===== config.mk =====
export PLATFORM = sky130hd
export DESIGN_NAME = epc_ctrl
export DESIGN_NICKNAME = d
export VERILOG_FILES = /design/src/hw/epc_pkg.sv /design/src/hw/epc_timer.sv /design/src/hw/epc_ctrl.sv
export VERILOG_INCLUDE_DIRS = /design/src /design/src/hw
export SDC_FILE = /design/constraint.sdc
export NUM_CORES = 1
export LEC_CHECK = 0
export BUFFER_PORTS_ARGS = -buffer_cell sky130_fd_sc_hd__buf_2
export CORE_MARGIN = 3
export CORE_UTILIZATION = 56
export CTS_CLUSTER_DIAMETER = 40
export DETAILED_ROUTE_END_ITERATION = 6
export PLACE_DENSITY = 0.87
export SETUP_SLACK_MARGIN = 0.15
export SLEW_MARGIN = 15
export SYNTH_ARGS = -nofsm -noshare
export SYNTH_HDL_FRONTEND = slang
export SYNTH_HIERARCHICAL = 1
export SYNTH_SLANG_ARGS = --single-unit

===== constraint.sdc =====
create_clock -name clk -period 6.5 [get_ports clk]
set_input_delay 0.325 -clock clk [delete_from_list [all_inputs] [get_ports clk]]
set_output_delay 0.325 -clock clk [all_outputs]
set_load 0.005 [all_outputs]

===== src/hw/epc_params.svh =====
// Purpose: Named constants for the EPROM programming controller.
// Assumes: 40 MHz clock, 25 ns period.
// Notes:   Times are kept in their own units; pulse and access cycle counts derive from them, setup is given in cycles.
`ifndef EPC_PARAMS_SVH
`define EPC_PARAMS_SVH
`define EPC_CLK_MHZ        40
`define EPC_PULSE_US       100
`define EPC_PULSE_CYC      (`EPC_PULSE_US * `EPC_CLK_MHZ)
`define EPC_MAX_PULSES     4'hA
`define EPC_SETUP_CYC      16'h0004
`define EPC_ACCESS_NS      200
`define EPC_ACCESS_CYC     ((`EPC_ACCESS_NS * `EPC_CLK_MHZ + 999) / 1000)
`define EPC_ADDR_W         17
`define EPC_ADDR_LAST      17'h1FFFF
`define EPC_ERASED_BYTE    8'hFF
`define EPC_ADDR_ZERO      17'h00000
`define EPC_ADDR_ONE       17'h00001
`endif


===== src/hw/epc_pkg.sv =====
// Purpose: Types shared by the EPROM programming controller.
// Assumes: Constants come from epc_params.svh.
// Notes:   Pin group and result group travel as packed structs.
package epc_pkg;
  // Commands from the user side.
  typedef enum logic [2:0] {
    EPC_CMD_READ    = 3'h0,
    EPC_CMD_PROGRAM = 3'h1,
    EPC_CMD_IDENT   = 3'h2,
    EPC_CMD_CHECK   = 3'h3
  } epc_cmd_e;

  // Controller states, Gray coded in listed order.
  typedef enum logic [2:0] {
    EPC_IDLE   = 3'b000,
    EPC_SETUP  = 3'b001,
    EPC_PULSE  = 3'b011,
    EPC_RECOV  = 3'b010,
    EPC_VERIFY = 3'b110,
    EPC_READ   = 3'b111,
    EPC_DONE   = 3'b101
  } epc_state_e;

  // Pins driven toward the device.
  typedef struct packed {
    logic [16:0] addr;
    logic        chip_select_n;
    logic        output_enable_n;
    logic        program_strobe_n;
    logic        vpp_high;
    logic        vcc_raised;
    logic        identifier_select_pin;
  } epc_pins_s;

  // Result toward the user side.
  typedef struct packed {
    logic [7:0] data;
    logic       fail;
    logic [3:0] pulses;
  } epc_result_s;
endpackage


===== src/hw/epc_timer.sv =====
// Purpose: Down counter timing strobe widths and setup delays.
// Assumes: Loaded with a nonzero count.
// Notes:   expired is high while the count is zero.
`timescale 1ns/1ps
`default_nettype none
module epc_timer (
  input  wire logic        clk,
  input  wire logic        nrst,
  input  wire logic        ce,
  input  wire logic        load,
  input  wire logic [15:0] count,
  output logic             expired
);
  logic [15:0] cnt_reg;
  logic [15:0] cnt_next;

  // Load wins over counting; counting stops at zero.
  // The load edge is the first counted cycle, so the count starts one short.
  // That way expired is seen exactly count cycles after the load, not one late.
  always_comb begin
    cnt_next = cnt_reg;
    if (load) begin
      cnt_next = count - 16'h0001;
    end else if (cnt_reg != 16'h0000) begin
      cnt_next = cnt_reg - 16'h0001;
    end
  end

  // Registers only; the enable freezes the count.
  always_ff @(posedge clk) begin
    if (!nrst) begin
      cnt_reg <= 16'h0000;
    end else if (ce) begin
      cnt_reg <= cnt_next;
    end
  end

  assign expired = (cnt_reg == 16'h0000);
endmodule // epc_timer
`default_nettype wire


===== src/hw/epc_ctrl.sv =====
// Purpose: Host controller that reads, identifies and programs an EPROM.
// Assumes: Supply switching hardware follows vpp_high and vcc_raised.
// Notes:   Data lines are split into input, output and output enable.
`timescale 1ns/1ps
`default_nettype none
`include "epc_params.svh"
module epc_ctrl import epc_pkg::*; (
  input  wire logic              clk,
  input  wire logic              nrst,
  input  wire logic              ce,
  input  wire logic              cmd_valid,
  output logic                   cmd_ready,
  input  wire epc_cmd_e          cmd,
  input  wire logic [16:0]       cmd_addr,
  input  wire logic [7:0]        cmd_data,
  output logic                   rsp_valid,
  output epc_result_s            rsp,
  output epc_pins_s              pins,
  input  wire logic [7:0]        data_lines_i,
  output logic [7:0]             data_lines_o,
  output logic                   data_lines_oe
);
  epc_state_e  state_reg, state_next;
  epc_cmd_e    op_reg, op_next;
  epc_pins_s   pins_reg, pins_next;
  epc_result_s res_reg, res_next;
  logic [7:0]  wdata_reg, wdata_next;
  logic        oe_reg, oe_next;
  logic        rv_reg, rv_next;
  logic [7:0]  sync1_reg, sync2_reg;
  logic        t_load;
  logic [15:0] t_count;
  logic        t_done;

  // Idle pin state: selected off, supplies normal, strobe high.
  function automatic epc_pins_s idle_pins();
    epc_pins_s p;
    p = '0;
    p.chip_select_n    = 1'b1;
    p.output_enable_n  = 1'b1;
    p.program_strobe_n = 1'b1;
    return p;
  endfunction

  // Data lines come from another domain, so two flops precede use.
  always_ff @(posedge clk) begin
    if (!nrst) begin
      sync1_reg <= 8'h00;
      sync2_reg <= 8'h00;
    end else if (ce) begin
      sync1_reg <= data_lines_i;
      sync2_reg <= sync1_reg;
    end
  end

  epc_timer u_timer (
    .clk     (clk),
    .nrst    (nrst),
    .ce      (ce),
    .load    (t_load),
    .count   (t_count),
    .expired (t_done)
  );

  // Sequencer: setup, strobe, recovery, verify, loop or finish.
  always_comb begin
    state_next = state_reg;
    op_next    = op_reg;
    pins_next  = pins_reg;
    res_next   = res_reg;
    wdata_next = wdata_reg;
    oe_next    = oe_reg;
    rv_next    = 1'b0;
    t_load     = 1'b0;
    t_count    = `EPC_SETUP_CYC;
    case (state_reg)
      EPC_IDLE: begin
        if (cmd_valid) begin
          op_next        = cmd;
          wdata_next     = cmd_data;
          res_next       = '0;
          pins_next      = idle_pins();
          pins_next.addr = cmd_addr;
          t_load         = 1'b1;
          state_next     = EPC_SETUP;
          if (cmd == EPC_CMD_PROGRAM) begin
            pins_next.vpp_high      = 1'b1;
            pins_next.vcc_raised    = 1'b1;
            pins_next.chip_select_n = 1'b0;
            oe_next                 = 1'b1;
          end else if (cmd == EPC_CMD_IDENT) begin
            pins_next.addr                  = cmd_addr[0] ? `EPC_ADDR_ONE : `EPC_ADDR_ZERO;
            pins_next.identifier_select_pin = 1'b1;
          end
        end
      end
      EPC_SETUP: begin
        if (t_done) begin
          if (op_reg == EPC_CMD_PROGRAM) begin
            pins_next.program_strobe_n = 1'b0;
            t_load     = 1'b1;
            t_count    = 16'(`EPC_PULSE_CYC);
            res_next.pulses = res_reg.pulses + 4'h1;
            state_next = EPC_PULSE;
          end else begin
            pins_next.chip_select_n   = 1'b0;
            pins_next.output_enable_n = 1'b0;
            t_load     = 1'b1;
            t_count    = 16'(`EPC_ACCESS_CYC);
            state_next = EPC_READ;
          end
        end
      end
      EPC_PULSE: begin
        if (t_done) begin
          pins_next.program_strobe_n = 1'b1;
          oe_next    = 1'b0;
          t_load     = 1'b1;
          state_next = EPC_RECOV;
        end
      end
      EPC_RECOV: begin
        if (t_done) begin
          pins_next.output_enable_n = 1'b0;
          t_load     = 1'b1;
          t_count    = 16'(`EPC_ACCESS_CYC);
          state_next = EPC_VERIFY;
        end
      end
      EPC_VERIFY: begin
        if (t_done) begin
          res_next.data             = sync2_reg;
          pins_next.output_enable_n = 1'b1;
          if (sync2_reg == wdata_reg) begin
            state_next = EPC_DONE;
          end else if (res_reg.pulses == `EPC_MAX_PULSES) begin
            res_next.fail = 1'b1;
            state_next    = EPC_DONE;
          end else begin
            oe_next    = 1'b1;
            t_load     = 1'b1;
            state_next = EPC_SETUP;
          end
        end
      end
      EPC_READ: begin
        if (t_done) begin
          res_next.data = sync2_reg;
          if (op_reg == EPC_CMD_CHECK) begin
            res_next.fail = (sync2_reg != wdata_reg);
          end
          state_next = EPC_DONE;
        end
      end
      EPC_DONE: begin
        pins_next  = idle_pins();
        oe_next    = 1'b0;
        rv_next    = 1'b1;
        state_next = EPC_IDLE;
      end
      default: begin
        state_next = EPC_IDLE;
      end
    endcase
  end

  // Registers of the sequencer; ce freezes everything.
  always_ff @(posedge clk) begin
    if (!nrst) begin
      state_reg <= EPC_IDLE;
      op_reg    <= EPC_CMD_READ;
      pins_reg  <= '{addr: `EPC_ADDR_ZERO, chip_select_n: 1'b1, output_enable_n: 1'b1,
                     program_strobe_n: 1'b1, default: 1'b0};
      res_reg   <= '0;
      wdata_reg <= `EPC_ERASED_BYTE;
      oe_reg    <= 1'b0;
      rv_reg    <= 1'b0;
    end else if (ce) begin
      state_reg <= state_next;
      op_reg    <= op_next;
      pins_reg  <= pins_next;
      res_reg   <= res_next;
      wdata_reg <= wdata_next;
      oe_reg    <= oe_next;
      rv_reg    <= rv_next;
    end
  end

  assign cmd_ready     = (state_reg == EPC_IDLE);
  assign rsp_valid     = rv_reg;
  assign rsp           = res_reg;
  assign pins          = pins_reg;
  assign data_lines_o  = wdata_reg;
  assign data_lines_oe = oe_reg;

  // Host never drives data while the device output is enabled.
  bus_contention_a: assert property (@(posedge clk) disable iff (!nrst)
    !(data_lines_oe && !pins.output_enable_n && !pins.chip_select_n))
    else $error("data driven during device read");
  // Strobe low only with vpp_high raised and data driven and stable.
  strobe_setup_a: assert property (@(posedge clk) disable iff (!nrst)
    $fell(pins.program_strobe_n) |-> pins.vpp_high && data_lines_oe && $stable(data_lines_o))
    else $error("strobe without programming setup");
  // Pulse count never exceeds ten.
  pulse_limit_a: assert property (@(posedge clk) disable iff (!nrst)
    res_reg.pulses <= `EPC_MAX_PULSES)
    else $error("too many program pulses");
  // Verify reads keep the strobe high.
  verify_strobe_a: assert property (@(posedge clk) disable iff (!nrst)
    !pins.output_enable_n |-> pins.program_strobe_n)
    else $error("strobe low during read");
  // Done returns pins to idle and answers.
  done_idle_a: assert property (@(posedge clk) disable iff (!nrst)
    ce && state_reg == EPC_DONE |=> rsp_valid && pins.chip_select_n && !pins.vpp_high)
    else $error("done did not release device");
  // The strobe is low only in the timed pulse state, so its width is the timer's.
  strobe_state_a: assert property (@(posedge clk) disable iff (!nrst)
    !pins.program_strobe_n |-> state_reg == EPC_PULSE)
    else $error("strobe low outside pulse state");
  // Plain reads and final checks run with both supplies back at normal level.
  read_supply_a: assert property (@(posedge clk) disable iff (!nrst)
    state_reg == EPC_READ |-> !pins.vpp_high && !pins.vcc_raised)
    else $error("read with raised supplies");
endmodule // epc_ctrl
`default_nettype wire


* Word-level counts from Yosys, hierarchy flattened
Index checks and enable logic that the tools add are counted.
Operators by class: equality and inequality tests 26, add/sub/neg operators 3, reductions and logical operators 23, muxes and demuxes 57
Operators with widths (count):
- $mux 16 | 3
- $mux 17 | 2
- $pmux 17 s2 | 1
- $pmux 16 s2 | 1
- $sub 16x1->16 const B | 2
- $mux 3 | 10
- $pmux 9 s3 | 1
- $ne 2x2->1 const B | 12
- $mux 23 | 1
- $mux 1 | 21
- $mux 9 | 2
- $pmux 3 s6 | 1
- $logic_not 16->1 | 1
- $reduce_and 8->1 | 2
- $reduce_bool 16->1 | 1
- $reduce_and 5->1 | 3
- $reduce_and 7->1 | 2
- $mux 13 | 1
- $eq 3x2->1 const B | 4
- $mux 12 | 1
- $mux 4 | 3
- $eq 3x1->1 const B | 3
- $eq 3x3->1 const B | 3
- $eq 8x8->1 | 1
- other kinds (19) | 27
Word-level totals: output and inout port bits 47, input port bits 40, flip-flop bits (word level) 84

* Logic depth before layout (Yosys ltp)
Gate-level depths: netlist of run 1.
depth after elaboration 7, gate-level depth with buffers 20, mapped depth without buffers 15

* Modules after synthesis
Netlist of run 1, hierarchy kept.
By module, submodules not included:
- epc_ctrl | sequential area each 1341.3 µm², cells an instance 361, area each 3088.0 µm², instances 1
- epc_timer | sequential area each 320.3 µm², cells an instance 187, area each 1443.9 µm², instances 1

* Least setup slack after synthesis of run 1
OpenSTA, ideal clock, no wires.
path type register to register, start point register u_timer.cnt_reg[11], end point register u_timer.cnt_reg[6], setup slack 1.958 ns, arrival 4.406 ns, path buffers 5, cell stages (with the launch flop) 20, setup time 0.137 ns, clock period less this slack 4.542 ns, cell sequence dfxtp_1 -> or4_1 -> or3_4 -> nor4_4 -> buf_2 -> nand2b_1 -> nand2_1 -> nand2_1 -> a31oi_1 -> buf_4 -> buf_6 -> buf_6 -> buf_4 -> mux2i_1 -> ha_1 -> o21ai_0 -> or2_2 -> or4b_2 -> o21ai_1 -> a211oi_1
Between the ends: cells in the longest elaborated chain, start to end 5, elaborated cells on any way between the ends 12, classes of those cells add/sub: 1; mux: 7; reduce/logical: 4
RTL lines:
- start: declaration | RTL line epc_timer.sv:14 | logic [15:0] cnt_reg;
- start signal: assignment | RTL line epc_timer.sv:34 | cnt_reg <= cnt_next;
- $logic_not 16->1 (*) | RTL line epc_timer.sv:38 | assign expired = (cnt_reg == 16'h0000);
- via t_done | RTL line epc_ctrl.sv:33 | logic t_done;
- $mux 1 (on tied branches) | RTL line epc_ctrl.sv:131, epc_ctrl.sv:115, epc_ctrl.sv:123
- $pmux 1 s3 (*) | RTL line epc_ctrl.sv:76 | case (state_reg)
- via t_load | RTL line epc_ctrl.sv:31 | logic t_load;
- $reduce_bool 2->1 (no source line)
- $reduce_and 2->1 (no source line)
The timed path passes the listed nets; every way through them passes the cells marked *. A chain may end at the register's enable or synchronous reset.

* Final worst setup path of run 1
start point register u_timer.cnt_reg[11], end point register u_timer.cnt_reg[14]
Same word-level chain as after synthesis.

==> results of run 1 <==
routing by layer:
| metal | GRT usage | up-vias | wire, µm |
|---|---|---|---|
| li1 | - | 2128 | - |
| met1 | 0.331 | 2066 | 4880 |
| met2 | 0.420 | 151 | 5590 |
| met3 | 0.0547 | 15 | 750 |
| met4 | 0.0557 | 0 | 101 |
| met5 | 0 | - | 0 |
final timing paths:
path                                    start                          endpoint  slack [ns]  cells after the start
min reg2reg             pins[13]$_SDFFE_PN0P_             pins[13]$_SDFFE_PN0P_        0.47                      2
min                               cmd_data[3]      data_lines_o[3]$_SDFFE_PN1P_        0.17                      3
max          u_timer/cnt_reg[11]$_SDFFE_PN0P_  u_timer/cnt_reg[14]$_SDFFE_PN0P_        1.60                     17
max reg2reg  u_timer/cnt_reg[11]$_SDFFE_PN0P_  u_timer/cnt_reg[14]$_SDFFE_PN0P_        1.60                     17
cell families (layout without fill, tap and decap cells):
| logic type | Yosys count | after routing |
|---|---|---|
| xor+xnor | 17 | 17 |
| buf+inv | 46 | 119 |
| compound gates | 134 | 134 |
| fa+ha+maj | 3 | 3 |
| simple gates | 242 | 242 |
| flops | 83 | 83 |
| mux | 22 | 22 |
| other cells | 1 | 21 |
Yosys cell counts (all sizes together) (10+ instances only):
cell / instances / area [µm²]
a21boi: 31 / 233
a21oi: 32 / 164
buf: 21 / 133
clkbuf: 14 / 52.6
dfxtp: 83 / 1660
inv: 10 / 37.5
mux2i: 22 / 220
nand2: 73 / 282
nand3: 29 / 145
nor2: 26 / 100
nor2b: 29 / 181
nor3: 14 / 70.1
nor4: 11 / 98.8
o21ai: 27 / 139
xor2: 16 / 140
final cells by class:
cell class,count,area [µm²]
sequential,83,1660
inverter,11,41.3
tap,102,128
clock inverter,6,72.6
multi-input combinational,439,2730
clock buffer,10,138
fill,628,2560
timing repair buffer,92,475
worst max-delay path, stage by stage (launching register included):
cell and delay, ns:
sky130_fd_sc_hd__dfxtp_1 0.38, sky130_fd_sc_hd__or4_1 0.58, sky130_fd_sc_hd__or3_4 0.39, sky130_fd_sc_hd__nor4_4 0.24, sky130_fd_sc_hd__buf_4 0.25, sky130_fd_sc_hd__nand2b_1 0.13, sky130_fd_sc_hd__nand2_1 0.09, sky130_fd_sc_hd__nand2_1 0.07
sky130_fd_sc_hd__a31oi_2 0.15, sky130_fd_sc_hd__buf_4 0.42, sky130_fd_sc_hd__mux2i_1 0.30, sky130_fd_sc_hd__ha_1 0.33, sky130_fd_sc_hd__nor4bb_1 0.31, sky130_fd_sc_hd__a31oi_1 0.13, sky130_fd_sc_hd__nor2_1 0.37, sky130_fd_sc_hd__o21ai_0 0.18
sky130_fd_sc_hd__a2111oi_0 0.33, sky130_fd_sc_hd__o31a_1 0.18
metrics by stage:
step	hold WS [ns]	instances	power (W)	worst slack (ns)	cell area, µm²
6_report	0.171	743	0.00136	1.60	5250
5_1_grt	0.183	743	0.00143	1.11	5250
4_1_cts	0.159	743	0.00136	1.67	5250
3_5_place_dp	0.452	727	0.000973	1.76	5040
3_3_place_gp	0.445	727	0.000961	1.90	5040
2_1_floorplan	0.440	568	0.000884	1.96	4610
power breakdown:
part / internal, W / switching, W / total (W) / leakage, nW
logic: 0.000156 / 0.000226 / 0.000382 / 1.40
registers: 0.000545 / 0.0000456 / 0.000590 / 0.678
clock network: 0.000191 / 0.000193 / 0.000384 / 0.103
total: 0.000892 / 0.000465 / 0.00136 / 2.18
==> implementation parameters, run 1 <==
Parameter                              Value

Yosys
  Share of synthesized flip-flops with an asynchronous set or reset ... 0
  Number of distinct library cells after synthesis ... 74
  Average cell area after synthesis ... 8.27 µm²
  Post-Synth XOR/XNOR Area ... 0.0329
  Basic-gate share of the synthesized area counting and, or, nand and nor cells ... 0.295
  Mux share of post-synthesis cell area ... 0.0486
  Netlist area before placement ... 0.00453 mm²
  Number of synthesized flops with an enable pin ... 0
  FF+latch count, synth ... 83
  Part of the Yosys area used for sequential elements ... 0.367
  Synth Area in Compound Gates ... 0.198
  Post-Synth Adder-Cell Area ... 0.00828
  Top FF cell, synth ... sky130_fd_sc_hd__dfxtp_1
  Number of standard cells after synthesis ... 548
  Synth warn ... 6
  Main combinational cell family by area after synthesis ... simple AND/OR/NAND/NOR gates

Routing
  Number of vias in the routed layout ... 4360
  Total routed wirelength ... ~11000 µm
  Remaining antenna violation count ... 0
  Number of DRC markers in iteration 0 ... 293
  Remaining routing DRC violations ... 0
  First-pass DRT Iterations ... 5
  Routed len/inst ... between 15 and 20 µm
  Via-per-instance ratio ... 5.87

Setup path
  Launching element type of the critical path ... register
  Crit-path max FO ... 47
  Data arrival at the endpoint of the critical path ... 5.20 ns
  Critical Path Sink Type ... register
  Critical path class ... register to register
  Data required, critical path ... 6.80 ns

Floorplanning
  Horizontal die dimension ... 96.0 µm
  Floorplan Core Area ... 0.00781 mm²
  Vertical die dimension ... 96.0 µm
  Starting Density ... 0.580
  Number of primary I/O pins ... 87
  Row count ... 32
  Die area ... 0.00921 mm²

STA
  Relative slew slack ... 0.481
  Highest clock rate ... between 200 and 250 MHz
  Number of hold violations in the final report ... 0
  Max-slew violation count ... 0
  Final setup violation count ... 0
  Clock Skew ... 0.0126 ns
  Fin crit period ... approximately 5 ns
  Unrepaired setup endpoints after global routing ... false
  Period utilization ... 0.754
  Transition at the pin with the smallest max-transition slack ... 0.777 ns
  Setup Total Neg Slack ... 0 ns

Place
  Weighted congestion at the end of routability-driven global placement ... 0.862
  Half-perimeter wire length after placement ... around 7800 µm
  Number of buffers inserted by port buffering ... 86

Power and ir drop
  Leakage dissipation ... 2.18 nW
  PD cells ... 258 mW/mm²
  Maximum vdd ir drop ... 0.000164 V

Global route
  Vias in the first global route ... about 4000
  Antenna violations before repair ... 0
  Remaining global-route overflow ... 0
  Global router's overall resource usage ... 0.251
  First-pass GRT wire length ... about 19000 µm
  Pin count of the biggest net entering global routing ... 75

Final layout
  NumNets Final ... 679
  Number of flip-flops under the largest register name ... 22
  Top library cells by usage in the layout, fill and taps aside ... sky130_fd_sc_hd__buf_2 (86), sky130_fd_sc_hd__dfxtp_1 (83), sky130_fd_sc_hd__nand2_1 (72)
  Most common cell after layout, fill and taps aside ... sky130_fd_sc_hd__buf_2
  Layout Area Growth over Synthesis ... 15.8%
  Share of layout cells above drive strength 1 ... 0.206
  Antenna diode instance count ... 0
  Share of the core filled with cells ... 0.672

Clock tree
  CTS tree ... done
  Number of setup buffers added after CTS ... 0
  Clock Sink Count ... 83
  Largest buffer count on any clock path ... 2
  H-Tree Depth ... 3
  Count of hold-fix buffers inserted at cts ... 0
  Number of gates resized after cts ... 0
  Number of buffers inserted during clock tree synthesis ... 9
  Insertion delay of the later-clocked pin in the worst-skew pair ... about 0.35 ns
  Clock transition at path regs ... 0.09 ns
  Clock tree root driver cell ... sky130_fd_sc_hd__clkbuf_8

Run status
  Status ... finished, final reports clean

Run
  Total of max-cap violations ... 0

Min path
  Worst hold path type ... input port to register
Note: power is estimated with default switching activity, not from simulation.
==> inputs of run 2 (changes only) <==
==> constraint.sdc (replaced) <==
create_clock -name clk -period 5 [get_ports clk]
set_input_delay 0.25 -clock clk [delete_from_list [all_inputs] [get_ports clk]]
set_output_delay 0.25 -clock clk [all_outputs]
set_load 0.005 [all_outputs]
==> implementation parameters, run 2 (synthesis results as in run 1) <==
Parameter                              Value

Final layout
  Share of layout cells above drive strength 1 ... 0.208
  NumNets Final ... just under 700
  Layout Cell Area excl Fill ... 0.00526 mm²
  Layout Area Growth over Synthesis ... 16.1%
  Most common cell after layout, fill and taps aside ... sky130_fd_sc_hd__buf_2
  Number of flip-flops under the largest register name ... 22
  Top library cells by usage in the layout, fill and taps aside ... sky130_fd_sc_hd__buf_2 (86), sky130_fd_sc_hd__dfxtp_1 (83), sky130_fd_sc_hd__nand2_1 (72)
  Fill count ... 635
  Antenna diode instance count ... 0
  Multi-input gate area in the final layout ... 0.00273 mm²
  FF+latch area ... 0.00166 mm²

Routing
  Total routed wirelength ... 11800 µm
  Post-Route M1 WL ... 4920 µm
  Remaining antenna violation count ... 0
  Total length of routed met2 wires ... between 5000 and 6000 µm
  Number of DRC markers in iteration 0 ... 286
  Routed len/inst ... ~16 µm
  Via-per-instance ratio ... a little under 6
  Total length of routed met3 wires ... between 600 and 700 µm
  Top Metal Used ... met4
  First-pass DRT Iterations ... 7
  Remaining routing DRC violations ... 0
  Number of vias in the routed layout ... 4316

STA
  Transition at the pin with the smallest max-transition slack ... 0.765 ns
  Final setup violation count ... 0
  Highest clock rate ... 222 MHz
  Relative slew slack ... 0.490
  Number of hold violations in the final report ... 0
  Setup Total Neg Slack ... 0 ns
  Clock Skew ... ~0.012 ns
  Max-slew violation count ... 0
  Period utilization ... 0.900
  Fin crit period ... about 4.5 ns
  Unrepaired setup endpoints after global routing ... false

Floorplanning
  Floorplan Core Area ... 0.00781 mm²
  Number of primary I/O pins ... 87
  Vertical die dimension ... 96.0 µm
  Die area ... a little over 0.009 mm²
  Row count ... 32
  Horizontal die dimension ... 96.0 µm
  Starting Density ... 0.580

Clock tree
  Insertion delay of the later-clocked pin in the worst-skew pair ... 0.35 ns
  Number of gates resized after cts ... 0
  Count of hold-fix buffers inserted at cts ... 0
  Clock tree root driver cell ... sky130_fd_sc_hd__clkbuf_8
  Clock transition at path regs ... ~0.09 ns
  Clock Sink Count ... 83
  Largest buffer count on any clock path ... 2
  Number of setup buffers added after CTS ... 0
  Number of buffers inserted during clock tree synthesis ... 9
  H-Tree Depth ... 3
  CTS tree ... done

Setup path
  Crit-path max FO ... 45
  Critical Path Sink Type ... register
  Launching element type of the critical path ... register
  Data required, critical path ... 5.30 ns
  Critical path class ... register to register
  Data arrival at the endpoint of the critical path ... 4.80 ns

Power and ir drop
  PD cells ... roughly 340 mW/mm²
  Leakage dissipation ... ~2.2 nW
  Final Power ... 0.00178 W
  Maximum vdd ir drop ... roughly 0.00021 V

Global route
  Remaining global-route overflow ... 0
  Global router's overall resource usage ... 0.262
  Pin count of the biggest net entering global routing ... 75
  Vias in the first global route ... 4097
  First-pass GRT wire length ... 19200 µm
  Antenna violations before repair ... 0

Place
  Area after DPL ... 0.00505 mm²
  Weighted congestion at the end of routability-driven global placement ... 0.899
  Half-perimeter wire length after placement ... 8170 µm
  Number of buffers inserted by port buffering ... 86

Run
  Total of max-cap violations ... 0

Min path
  Worst hold path type ... input port to register

Run status
  Status ... finished, final reports clean
run 2: layout make-up:
cell class	count	area share
Clock buffer	10	0.0262
Timing Repair Buffer	94	0.0932
Multi-Input combinational cell	439	0.519
Tap cell	102	0.0243
Inverter	11	0.00785
Clock inverter	6	0.0133
Sequential cell	83	0.316
run 2: worst max-delay path: stages (launching register included):
cell                        delay (ns)
sky130_fd_sc_hd__dfxtp_1          0.38
sky130_fd_sc_hd__or4_1            0.59
sky130_fd_sc_hd__or3_4            0.39
sky130_fd_sc_hd__nor4_4           0.28
sky130_fd_sc_hd__buf_4            0.26
sky130_fd_sc_hd__nand2_1          0.08
sky130_fd_sc_hd__a31oi_2          0.31
sky130_fd_sc_hd__buf_4            0.43
sky130_fd_sc_hd__or3b_1           0.44
sky130_fd_sc_hd__a22o_1           0.28
sky130_fd_sc_hd__nor2_1           0.31
sky130_fd_sc_hd__o21ai_0          0.18
sky130_fd_sc_hd__a2111oi_0        0.32
sky130_fd_sc_hd__o31a_1           0.18
run 2: metal layers:
metal,vias to the layer above,GRT usage
li1,2124,-
met1,2031,0.328
met2,136,0.449
met3,25,0.0508
met4,0,0.0912
met5,-,0
run 2: path summary, 6_finish.rpt:
path / from / endpoint / slack (ns) / cells after the start
worst max-delay path: u_timer/cnt_reg[11]$_SDFFE_PN0P_ / u_timer/cnt_reg[14]$_SDFFE_PN0P_ / 0.50 / 13
worst min-delay path: cmd_data[0] / data_lines_o[0]$_SDFFE_PN1P_ / 0.10 / 3
worst max register to register: u_timer/cnt_reg[11]$_SDFFE_PN0P_ / u_timer/cnt_reg[14]$_SDFFE_PN0P_ / 0.50 / 13
worst min register to register: pins[18]$_SDFFE_PN0P_ / pins[18]$_SDFFE_PN0P_ / 0.46 / 2
run 2: where the power goes:
part | total (W) | leakage [nW] | internal (W) | switching [W]
combinational | 0.000508 | 1.41 | 0.000207 | 0.000301
sequential | 0.000769 | 0.678 | 0.000708 | 0.0000610
clock | 0.000506 | 0.107 | 0.000249 | 0.000256
total | 0.00178 | 2.19 | 0.00116 | 0.000619
run 2: per-stage QoR:
stage | hold slack, ns | std cells | worst slack [ns] | util
after floorplan | 0.374 | 568 | 0.458 | -
after global placement | 0.446 | 729 | 0.777 | 0.647
after detailed placement | 0.454 | 729 | 0.600 | 0.647
after CTS | 0.0927 | 745 | 0.562 | 0.674
after global routing | 0.0939 | 745 | 0.182 | 0.674
final | 0.102 | 745 | 0.502 | 0.674
